File: config.mk
export PLATFORM = sky130hd
export DESIGN_NAME = pspc_core
export DESIGN_NICKNAME = d
export VERILOG_FILES = /design/src/pspc_pkg.sv /design/src/pspc_core.sv /design/src/pspc_bridge_gen.sv
export SDC_FILE = /design/constraint.sdc
export NUM_CORES = 1
export LEC_CHECK = 0
export ABC_AREA = 1
export BUFFER_PORTS_ARGS = -buffer_cell sky130_fd_sc_hd__buf_2
export CORE_MARGIN = 3
export CORE_UTILIZATION = 33
export CTS_CLUSTER_SIZE = 10
export DETAILED_ROUTE_END_ITERATION = 8
export PLACE_DENSITY = 0.46
export SLEW_MARGIN = 25
export SYNTH_ARGS = -nofsm -noshare
export SYNTH_HDL_FRONTEND = slang
export SYNTH_HIERARCHICAL = 1
export SYNTH_SLANG_ARGS = --single-unit
File: constraint.sdc
create_clock -name core_clk -period 24.1 [get_ports core_clk]
set_clock_uncertainty 0.2 [all_clocks]
set_input_delay 4.82 -clock core_clk [delete_from_list [all_inputs] [get_ports core_clk]]
set_output_delay 4.82 -clock core_clk [all_outputs]
set_load 0.05 [all_outputs]
File: src/pspc_pkg.sv
// Shared constants and carrier types for the phase shift power control block
package pspc_pkg;

  // Clock and operating frequency
  localparam int CLK_KHZ      = 100000;
  localparam int FOP_MIN_KHZ  = 125;
  localparam int FOP_MAX_KHZ  = 135;
  localparam int PER_W        = 10;
  localparam logic [PER_W-1:0] PERIOD_MAX = PER_W'(CLK_KHZ / FOP_MIN_KHZ);
  localparam logic [PER_W-1:0] PERIOD_MIN =
    PER_W'((CLK_KHZ + FOP_MAX_KHZ - 1) / FOP_MAX_KHZ);

  // Phase in hundredths of a degree
  localparam int PH_W = 15;
  localparam logic [PH_W-1:0] PHASE_MAX  = 15'h4650;
  localparam logic [PH_W-1:0] PHASE_INIT = 15'h4650;

  // Quarter-cycle delay: phase * period / 9000, 2^24 reciprocal of 9000
  localparam int  RECIP_SHIFT = 24;
  localparam logic [10:0] RECIP_9000 = 11'h0748;
  localparam int  DLY_W = 12;

  // Loop values
  localparam int CUR_W = 16;
  localparam logic [CUR_W-1:0] LOOP_OUTPUT_LIMIT = 16'h07D0;
  localparam logic [CUR_W-1:0] KP_PER_MA         = 16'h0001;
  localparam logic [CUR_W-1:0] CAP_DUAL_MA       = 16'h1388;
  localparam logic [CUR_W-1:0] CAP_SINGLE_MA     = 16'h0BB8;
  localparam logic [PH_W-1:0]  LIMIT_STEP        = 15'h07D0;

  // Coil array
  localparam int COILS = 8;
  localparam int CIDX_W = 3;

  // Transition dwell, one longest period
  localparam logic [PER_W-1:0] TRANS_CYCLES = PERIOD_MAX;

  typedef enum logic [1:0] {PSPC_REQ_PING, PSPC_REQ_TRANS, PSPC_REQ_XFER} pspc_req_e;

  typedef struct packed {
    logic             valid;
    logic [CUR_W-1:0] rms_ma;
  } pspc_meas_s;

  typedef struct packed {
    logic              pair;
    logic [CIDX_W-1:0] index;
  } pspc_cell_s;

endpackage

File: src/pspc_core.sv
// Phase shift power control: state sequencing, coil cell, loop and limiter
`timescale 1ns/1ps
// Summary of operation
// RL1: Attach one coil or two overlapping coils.
// RL2: Inverter period kept within 125-135 kHz.
// RL3: Ping: damping closed, transition open.
// RL4: Power transfer: both switches open.
// RL5: Transition closes transition switch before resonance.
// RL6: Phase 0 to 180 degrees sets power.
// RL7: Phase steps finer than 0.42 degrees.
// RL8: Start at 180 degrees, damped ping switches.
// RL9: Loop controls the half-bridge phase.
// RL10: Current measured in 1 mA units.
// RL11: Current cap 5 A dual, 3 A single.
// RL12: Gain one, output limit 2000, 0.01 degree.
// RL13: One instance serves one receiver only.
// RL14: Never attach a coil another inverter holds.
// RL15: Equal 50 percent waves, update at boundaries.
// RL16: Over cap, phase is reduced regardless.
module pspc_core
  import pspc_pkg::*;
(
  input  wire logic                 core_clk,
  input  wire logic                 sys_rst,
  input  wire logic                 power_en,
  input  wire pspc_pkg::pspc_req_e  mode_req,
  input  wire logic [PER_W-1:0]     period_cycles,
  input  wire pspc_pkg::pspc_cell_s cell_req,
  input  wire logic [COILS-1:0]     coil_busy,
  input  wire logic [CUR_W-1:0]     target_ma,
  input  wire pspc_pkg::pspc_meas_s meas,
  output logic                      bridge_a_q,
  output logic                      bridge_b_q,
  output logic [1:0]                bridge_b_fine_q,
  output logic                      damping_switch_q,
  output logic                      transition_switch_q,
  output logic [COILS-1:0]          coil_en_q,
  output logic [PH_W-1:0]           phase_q,
  output logic                      limit_active_q
);

  typedef enum logic [2:0] {PSPC_OFF, PSPC_PING, PSPC_TRANS, PSPC_XFER} pspc_state_e;

  pspc_state_e      state_q;
  pspc_state_e      state_d;
  logic [PER_W-1:0] dwell_q;
  logic             run_q;

  //////////////////////////////////////////////////////////////////////////////
  // State sequencing

  wire dwell_done = (dwell_q == '0);

  always_comb begin
    state_d = state_q;
    unique case (state_q)
      PSPC_OFF:   if (power_en) state_d = PSPC_PING;                       // [RL8]
      PSPC_PING:  if (mode_req != PSPC_REQ_PING) state_d = PSPC_TRANS;     // [RL5]
      PSPC_TRANS: begin
        if (mode_req == PSPC_REQ_PING) begin
          state_d = PSPC_PING;
        end else if (mode_req == PSPC_REQ_XFER && dwell_done) begin
          state_d = PSPC_XFER;
        end
      end
      PSPC_XFER:  if (mode_req != PSPC_REQ_XFER) state_d = PSPC_TRANS;
      default:    state_d = PSPC_OFF;
    endcase
    if (!power_en) state_d = PSPC_OFF;
  end

  wire sw_damp  = (state_q == PSPC_OFF) || (state_q == PSPC_PING)
                  || (state_q == PSPC_TRANS);                              // [RL3] [RL4]
  wire sw_trans = (state_q == PSPC_TRANS);                                 // [RL5]

  always_ff @(posedge core_clk) begin
    if (sys_rst) begin
      state_q             <= PSPC_OFF;
      dwell_q             <= '0;
      run_q               <= 1'b0;
      damping_switch_q    <= 1'b1;
      transition_switch_q <= 1'b0;
    end else begin
      state_q             <= state_d;
      dwell_q             <= (state_d == PSPC_TRANS && state_q != PSPC_TRANS) ? TRANS_CYCLES :
                             (dwell_done ? dwell_q : dwell_q - 1'b1);
      run_q               <= (state_d != PSPC_OFF);
      damping_switch_q    <= sw_damp;
      transition_switch_q <= sw_trans;
    end
  end

  //////////////////////////////////////////////////////////////////////////////
  // Coil cell selection

  logic [COILS-1:0] cell_mask;
  genvar gi;
  generate
    for (gi = 0; gi < COILS; gi++) begin : g_cell
      assign cell_mask[gi] = (cell_req.index == CIDX_W'(gi)) ||
                             (cell_req.pair && gi > 0 &&
                              cell_req.index == CIDX_W'(gi - 1));          // [RL1]
    end
  endgenerate

  wire cell_free  = ((cell_mask & coil_busy) == '0);                       // [RL14]
  wire cell_dual  = cell_req.pair && (cell_req.index != CIDX_W'(COILS - 1));
  logic dual_q;

  always_ff @(posedge core_clk) begin
    if (sys_rst) begin
      coil_en_q <= '0;
      dual_q    <= 1'b0;
    end else begin
      coil_en_q <= (run_q && cell_free) ? cell_mask : '0;                  // [RL14] [RL13]
      dual_q    <= cell_dual;
    end
  end

  //////////////////////////////////////////////////////////////////////////////
  // Loop and current limiter

  wire [CUR_W-1:0]  cap_ma    = dual_q ? CAP_DUAL_MA : CAP_SINGLE_MA;      // [RL11]
  wire              over_cap  = meas.rms_ma > cap_ma;                      // [RL10]
  wire signed [17:0] err      = $signed({2'b00, target_ma}) - $signed({2'b00, meas.rms_ma});
  wire signed [33:0] p_term   = 34'(err) * $signed({18'h0_0000, KP_PER_MA}); // [RL12]
  wire signed [17:0] lim      = $signed({2'b00, LOOP_OUTPUT_LIMIT});
  wire signed [17:0] loop_out = (p_term > 34'(lim))  ? lim :
                                (p_term < -34'(lim)) ? -lim : p_term[17:0]; // [RL12]
  wire signed [17:0] ph_sum   = $signed({3'b000, phase_q}) + loop_out;     // [RL9]
  wire [PH_W-1:0]    ph_loop  = (ph_sum < 0) ? '0 :
                                (ph_sum > $signed({3'b000, PHASE_MAX})) ? PHASE_MAX :
                                ph_sum[PH_W-1:0];                          // [RL6]
  wire [PH_W-1:0]    ph_cut   = (phase_q > LIMIT_STEP) ? phase_q - LIMIT_STEP : '0;

  always_ff @(posedge core_clk) begin
    if (sys_rst || state_q == PSPC_OFF) begin
      phase_q        <= PHASE_INIT;                                        // [RL8]
      limit_active_q <= 1'b0;
    end else if (meas.valid) begin
      phase_q        <= over_cap ? ph_cut : ph_loop;                       // [RL16] [RL9]
      limit_active_q <= over_cap;                                          // [RL16]
    end
  end

  pspc_bridge_gen u_bridge (
    .core_clk     (core_clk),
    .sys_rst      (sys_rst),
    .run          (run_q),
    .period       (period_cycles),
    .phase        (phase_q),
    .leg_a_q      (bridge_a_q),
    .leg_b_q      (bridge_b_q),
    .leg_b_fine_q (bridge_b_fine_q),
    .boundary_q   ()
  );
endmodule

File: src/pspc_bridge_gen.sv
// Two 50 percent square waves with a programmable phase delay
`timescale 1ns/1ps
module pspc_bridge_gen
  import pspc_pkg::*;
(
  input  wire logic              core_clk,
  input  wire logic              sys_rst,
  input  wire logic              run,
  input  wire logic [PER_W-1:0]  period,
  input  wire logic [PH_W-1:0]   phase,
  output logic                   leg_a_q,
  output logic                   leg_b_q,
  output logic [1:0]             leg_b_fine_q,
  output logic                   boundary_q
);

  logic [PER_W-1:0] cnt_q;
  logic [PER_W-1:0] per_q;
  logic [DLY_W-1:0] dly_q;

  wire [PER_W-1:0] per_clamp = (period < PERIOD_MIN) ? PERIOD_MIN :
                               (period > PERIOD_MAX) ? PERIOD_MAX : period;
  wire [35:0]      dly_prod  = 36'(phase) * 36'(per_clamp) * 36'(RECIP_9000);
  wire [DLY_W-1:0] dly_new   = dly_prod[RECIP_SHIFT +: DLY_W];
  wire             wrap      = (cnt_q == per_q - 1'b1);
  wire [PER_W-1:0] coarse    = dly_q[DLY_W-1:2];
  wire [PER_W:0]   b_pos     = {1'b0, cnt_q} + {1'b0, per_q} - {1'b0, coarse};
  wire [PER_W:0]   b_mod     = (b_pos >= {1'b0, per_q}) ? b_pos - {1'b0, per_q} : b_pos;
  wire [PER_W-1:0] half      = per_q >> 1;

  always_ff @(posedge core_clk) begin
    if (sys_rst) begin
      cnt_q      <= '0;
      per_q      <= PERIOD_MAX;
      dly_q      <= '0;
      boundary_q <= 1'b0;
    end else if (!run) begin
      cnt_q      <= '0;
      per_q      <= per_clamp;                          // [RL2]
      dly_q      <= dly_new;                            // [RL8]
      boundary_q <= 1'b0;
    end else begin
      cnt_q      <= wrap ? '0 : cnt_q + 1'b1;
      boundary_q <= wrap;
      if (wrap) begin
        per_q <= per_clamp;                          // [RL2]
        dly_q <= dly_new;                            // [RL15] [RL7]
      end
    end
  end

  always_ff @(posedge core_clk) begin
    if (sys_rst || !run) begin
      leg_a_q      <= 1'b0;
      leg_b_q      <= 1'b0;
      leg_b_fine_q <= 2'h0;
    end else begin
      leg_a_q      <= (cnt_q < half);                // [RL15]
      leg_b_q      <= (b_mod[PER_W-1:0] < half);     // [RL6]
      leg_b_fine_q <= dly_q[1:0];                    // [RL7]
    end
  end
endmodule

* Word-level counts from Yosys, hierarchy flattened
Cells that the tools add are included.
** Word-level totals
- Flip-flop bits (word level) :: 77
- Input bits :: 60
- Output and inout bits :: 30
** Operators by class
- Add/sub/neg operators :: 9
- $mul :: 2
- Order comparisons :: 11
- Equality and inequality tests :: 18
- Muxes and demuxes :: 22
- Bitwise operators :: 3
- Reduce and logical (&&, ||, !) cells :: 33
** Operators with widths (number)
- $mux 10 :: 7
- $mux 15 :: 4
- $mux 18 :: 2
- $mul 25x8->33 const B :: 1
- $mul 15x10->25 :: 1
- $mux 12 :: 2
- $lt 10x9->1 :: 2
- $sub 10x1->10 const B :: 2
- $add 16x18->18 :: 1
- $gt 18x16->1 const B :: 1
- $lt 18x1->1 const B :: 1
- $gt 17x12->1 const B :: 1
- $lt 17x12->1 const B :: 1
- $sub 16x16->17 :: 1
- $gt 16x13->1 :: 1
- $eq 3x2->1 const B :: 5
- $gt 15x11->1 const B :: 1
- $mux 3 :: 5
- $sub 15x11->15 const B :: 1
- $mux 13 :: 1
- $eq 3x3->1 const B :: 4
- $pmux 3 s4 :: 1
- $add 10x10->11 :: 1
- $ge 11x10->1 :: 1
- 25 further kinds :: 50

* Depth between registers and ports, before layout
- Depth in word-level cells :: 9
- Depth in mapped cells :: 53
- Depth with buffers taken out :: 52

* By module
Netlist, hierarchy kept.
** Modules (own cells, without submodules)
- pspc_bridge_gen :: times used 1, cells an instance 1545, area an instance 11717.5 µm², sequential area each 740.7 µm²
- pspc_core :: times used 1, cells an instance 768, area an instance 4525.6 µm², sequential area each 820.8 µm²

* Worst setup path before layout
OpenSTA, ideal clock, no wires.
- Path kind :: input -> register
- From :: input period_cycles[4]
- To :: register u_bridge.dly_q[11]
- Arrival :: 13.442 ns
- Required time :: 23.791 ns
- Path slack :: 10.349 ns
- Stages :: 41
- Buffers on the path :: 1
- Cell sequence :: inv_1 > nand2_1 > nor2_1 > nand2_1 > nand3_1 > inv_1 > nor3_1 > clkbuf_1 > nand2_1 > fa_1 > inv_1 > fa_1 > inv_1 > fa_1 > inv_1 > fa_1 > inv_1 > fa_1 > [5 not listed] > o21ai_2 > a21boi_2 > o21ai_0 > xor2_1 > fa_1 > fa_1 > ha_1 > ha_1 > ha_1 > a21oi_1 > a21boi_0 > nor2_1 > a2111oi_0 > nand2_1 > nand2_1 > nand3_1 > nand2_1 > inv_1
** Between the ends
- Longest elaborated chain between the ends :: 7
- Elaborated cells between the ends (all ways) :: 8
- Those cells by class :: 2 x mul; 2 x order compare; 4 x mux
** Ends and longest elaborated chain
- start, declared :: RTL line pspc_core.sv:27 : input wire logic [PER_W-1:0] period_cycles,
- $gt 10x10->1 :: RTL line pspc_bridge_gen.sv:22 : (period > PERIOD_MAX) ? PERIOD_MAX : period;
- $mux 10 :: RTL line pspc_bridge_gen.sv:22
- $mux 10 * :: RTL line pspc_bridge_gen.sv:21 : wire [PER_W-1:0] per_clamp = (period < PERIOD_MIN) ? PERIOD_MIN :
- $mul 15x10->25 * :: RTL line pspc_bridge_gen.sv:23 : wire [35:0] dly_prod = 36'(phase) * 36'(per_clamp) * 36'(RECIP_9000);
- $mul 25x8->33 * :: RTL line pspc_bridge_gen.sv:23
- $mux 12 :: RTL line pspc_bridge_gen.sv:45 : if (wrap) begin
- $mux 12 * :: RTL line pspc_bridge_gen.sv:37 : end else if (!run) begin
- end signal, assigned :: RTL line pspc_bridge_gen.sv:40 : dly_q <= dly_new;
- end signal, assigned :: RTL line pspc_bridge_gen.sv:47 : dly_q <= dly_new;
- end, declared :: RTL line pspc_bridge_gen.sv:19 : logic [DLY_W-1:0] dly_q;
Mark *: on every way between the ends. The rest lies on a longest branch, timed or not. The select of a mux whose other input is x is not followed.
A chain may end at the register's enable or synchronous reset.

* Worst setup path in the final report
- From :: input period_cycles[9]
- To :: register u_bridge.dly_q[11]
Same word-level chain as after synthesis.

==> metrics.md <==
| Metric | Value |
|---|---|
| Synth warn | `6` |
| # diodes | `0` |
| Post-CTS Setup Inserts | `0` |
| Critical Path Source Type | `input port` |
| Clock buffer depth | `2` |
| WHS Endpoint | `run_q` |
| Crit-path max FO | `29` |
| Port bufs | `89` |
| Cell Rows | `80` |
| Antenna-violating nets left | `0` |
| Fmax achieved | `0.0643 GHz` |
| Final setup violating endpoints | `0` |
| Worst endpoint required time | `24.15 ns` |
| RSZ-0062 raised after global routing | `no` |
| Total I/O pin count | `90` |
| Setup_tns | `0 ns` |
| Reg2Reg Depth | `38` |
| Worst setup EP type | `register` |
| Max Cap Violations | `0` |
| Hold Path Depth | `1` |
| Nets | `2,826` |
| Dpl hpwl | `40,300 microns` |
| Post-CTS Hold Buffers | `0` |
| Post-cts sizing count | `0` |
| Largest net degree at the start of global routing | `33` |
| Total CTS buffers | `9` |
| DR vias | `14,500` |
| CP Class | `in2reg` |
| H-tree Lvls | `3` |
| Die H | `228 microns` |
| Number of clock sinks | `77` |
| TritonRoute pass-1 iters | `5` |
| CTS root buf | `clkbuf_16` |
| Area Growth Syn to Fin | `9.00%` |
| Mapped Cells | `2,307` |
| Initial antenna violation count | `0` |
| Via density | `4.76` |
| RePlAce Congestion | `0.843` |
| Placeable Area | `48,100 sq um` |
| Period utilization | `64.5%` |
| Fin. Hold Viols | `0` |
| Commonest non-fill, non-tap cell in the layout | `inv_1` |
| Starting Density | `33.6%` |
| Synthesized Nets | `2,752` |
| R2r startpoint | `phase_q[2]` |
| Slew at the pin with the worst max-slew slack | `0.972 ns` |
| Critical path's slowest cell | `inv_1` |
| Slowest Stage Delay on Critical Path | `0.63 ns` |
| Die X | `228 microns` |
| Commonest non-fill, non-tap cells in the layout | `inv_1 (506), nand2_1 (469), ha_1 (215), nor2_1 (203), fa_1 (170)` |
| Fraction of layout cells with a size suffix above 1 | `7.67%` |
| Vias in the first global route | `14,600` |
| Reg-to-Reg End | `u_bridge/dly_q[9]` |
| Full die area | `51,800 sq um` |
| Worst-Skew Late Latency | `0.36 ns` |
| HP Class | `reg2reg` |
| CTS tree | `built` |
| Synthesized area | `16,200 sq um` |
| Wirelength per Cell | `15.4 microns` |
| Max_slew headroom | `35.2%` |
| Min-delay src | `state_q[2]` |
| Outcome | `finished clean` |
| First-pass GRT wire length | `76,300 microns` |
| Minimum clock period | `15.54 ns` |
| CP arrival | `15.59 ns` |
| Reg2reg setup slack | `14.39 ns` |
| DRT iter0 DRCs | `846` |
| Total GRT Usage | `18.5%` |
| Total grt overflow | `0` |
| Max-slew violation count | `0` |
| Worst-path clk slew | `0.07 ns` |
| Post-synthesis average cell area | `7.02 sq um` |
| # DRC | `0` |
| Post-Route WL | `46,900 microns` |
[metal layers]
metal  vias to the layer above  routed length (microns)  global-route usage (%)
li1                       7409                        -                       -
met1                      6821                    23500                    26.7
met2                       195                    21200                    30.0
met3                        40                     1550                    2.41
met4                         0                      643                    3.38
met5                         -                        0                       0
[sequential cells by signal (all words and copies together) (netlist names), 2 cells and up]
signal	flops
phase_q	15
u_bridge/dly_q	12
dwell_q	10
u_bridge/cnt_q	10
u_bridge/per_q	10
coil_en_q	8
state_q	3
u_bridge/leg_b_fine_q	2
[stage by stage]
step | hold slack [ns] | std cells | setup WS (ns) | utilization, % | area (sq um)
finish | 0.260 | 3042 | 8.56 | 36.7 | 17700
global placement | 0.254 | 3026 | 8.50 | 36.0 | 17400
detailed placement | 0.257 | 3026 | 8.23 | 36.0 | 17400
CTS | 0.261 | 3042 | 8.58 | 36.7 | 17700
floorplan | 0.208 | 2307 | 10.35 | - | 16200
global route | 0.295 | 3042 | 7.68 | 36.7 | 17700
[worst max-delay path: cells and delay by family]
kind	cells	cell delay [ns]
xor gates and xnor gates	1	0.42
and+or+nand+nor	9	1.82
adders and majority gates	11	4.91
buffers and inverters	8	1.60
AOI/OAI and AO/OA	9	2.01
[area by class of cell]
type | count | area, sq um
Clock buffer | 10 | 229
Clock inverter | 6 | 71.3
Fill cell | 5256 | 30500
Inverter | 514 | 1930
Multi-Input combinational cell | 1680 | 12500
Sequential cell | 77 | 1540
Tap cell | 656 | 821
Timing Repair Buffer | 99 | 520
[worst max-delay path by stage]
| stage | startpoint | slack (ns) | cells after the start | end |
|---|---|---|---|---|
| floorplan | period_cycles[4] | 10.35 | 41 | u_bridge/dly_q[11] |
| global placement | period_cycles[9] | 8.50 | 37 | u_bridge/dly_q[11] |
| detailed placement | period_cycles[9] | 8.23 | 37 | u_bridge/dly_q[11] |
| CTS | period_cycles[9] | 8.58 | 37 | u_bridge/dly_q[11] |
| global route | period_cycles[9] | 7.68 | 37 | u_bridge/dly_q[11] |
| finish | period_cycles[9] | 8.56 | 38 | u_bridge/dly_q[11] |
Power is left out: the tool's default activity adds up to more than one toggle a clock period on the data nets, which glitch-free logic cannot reach.
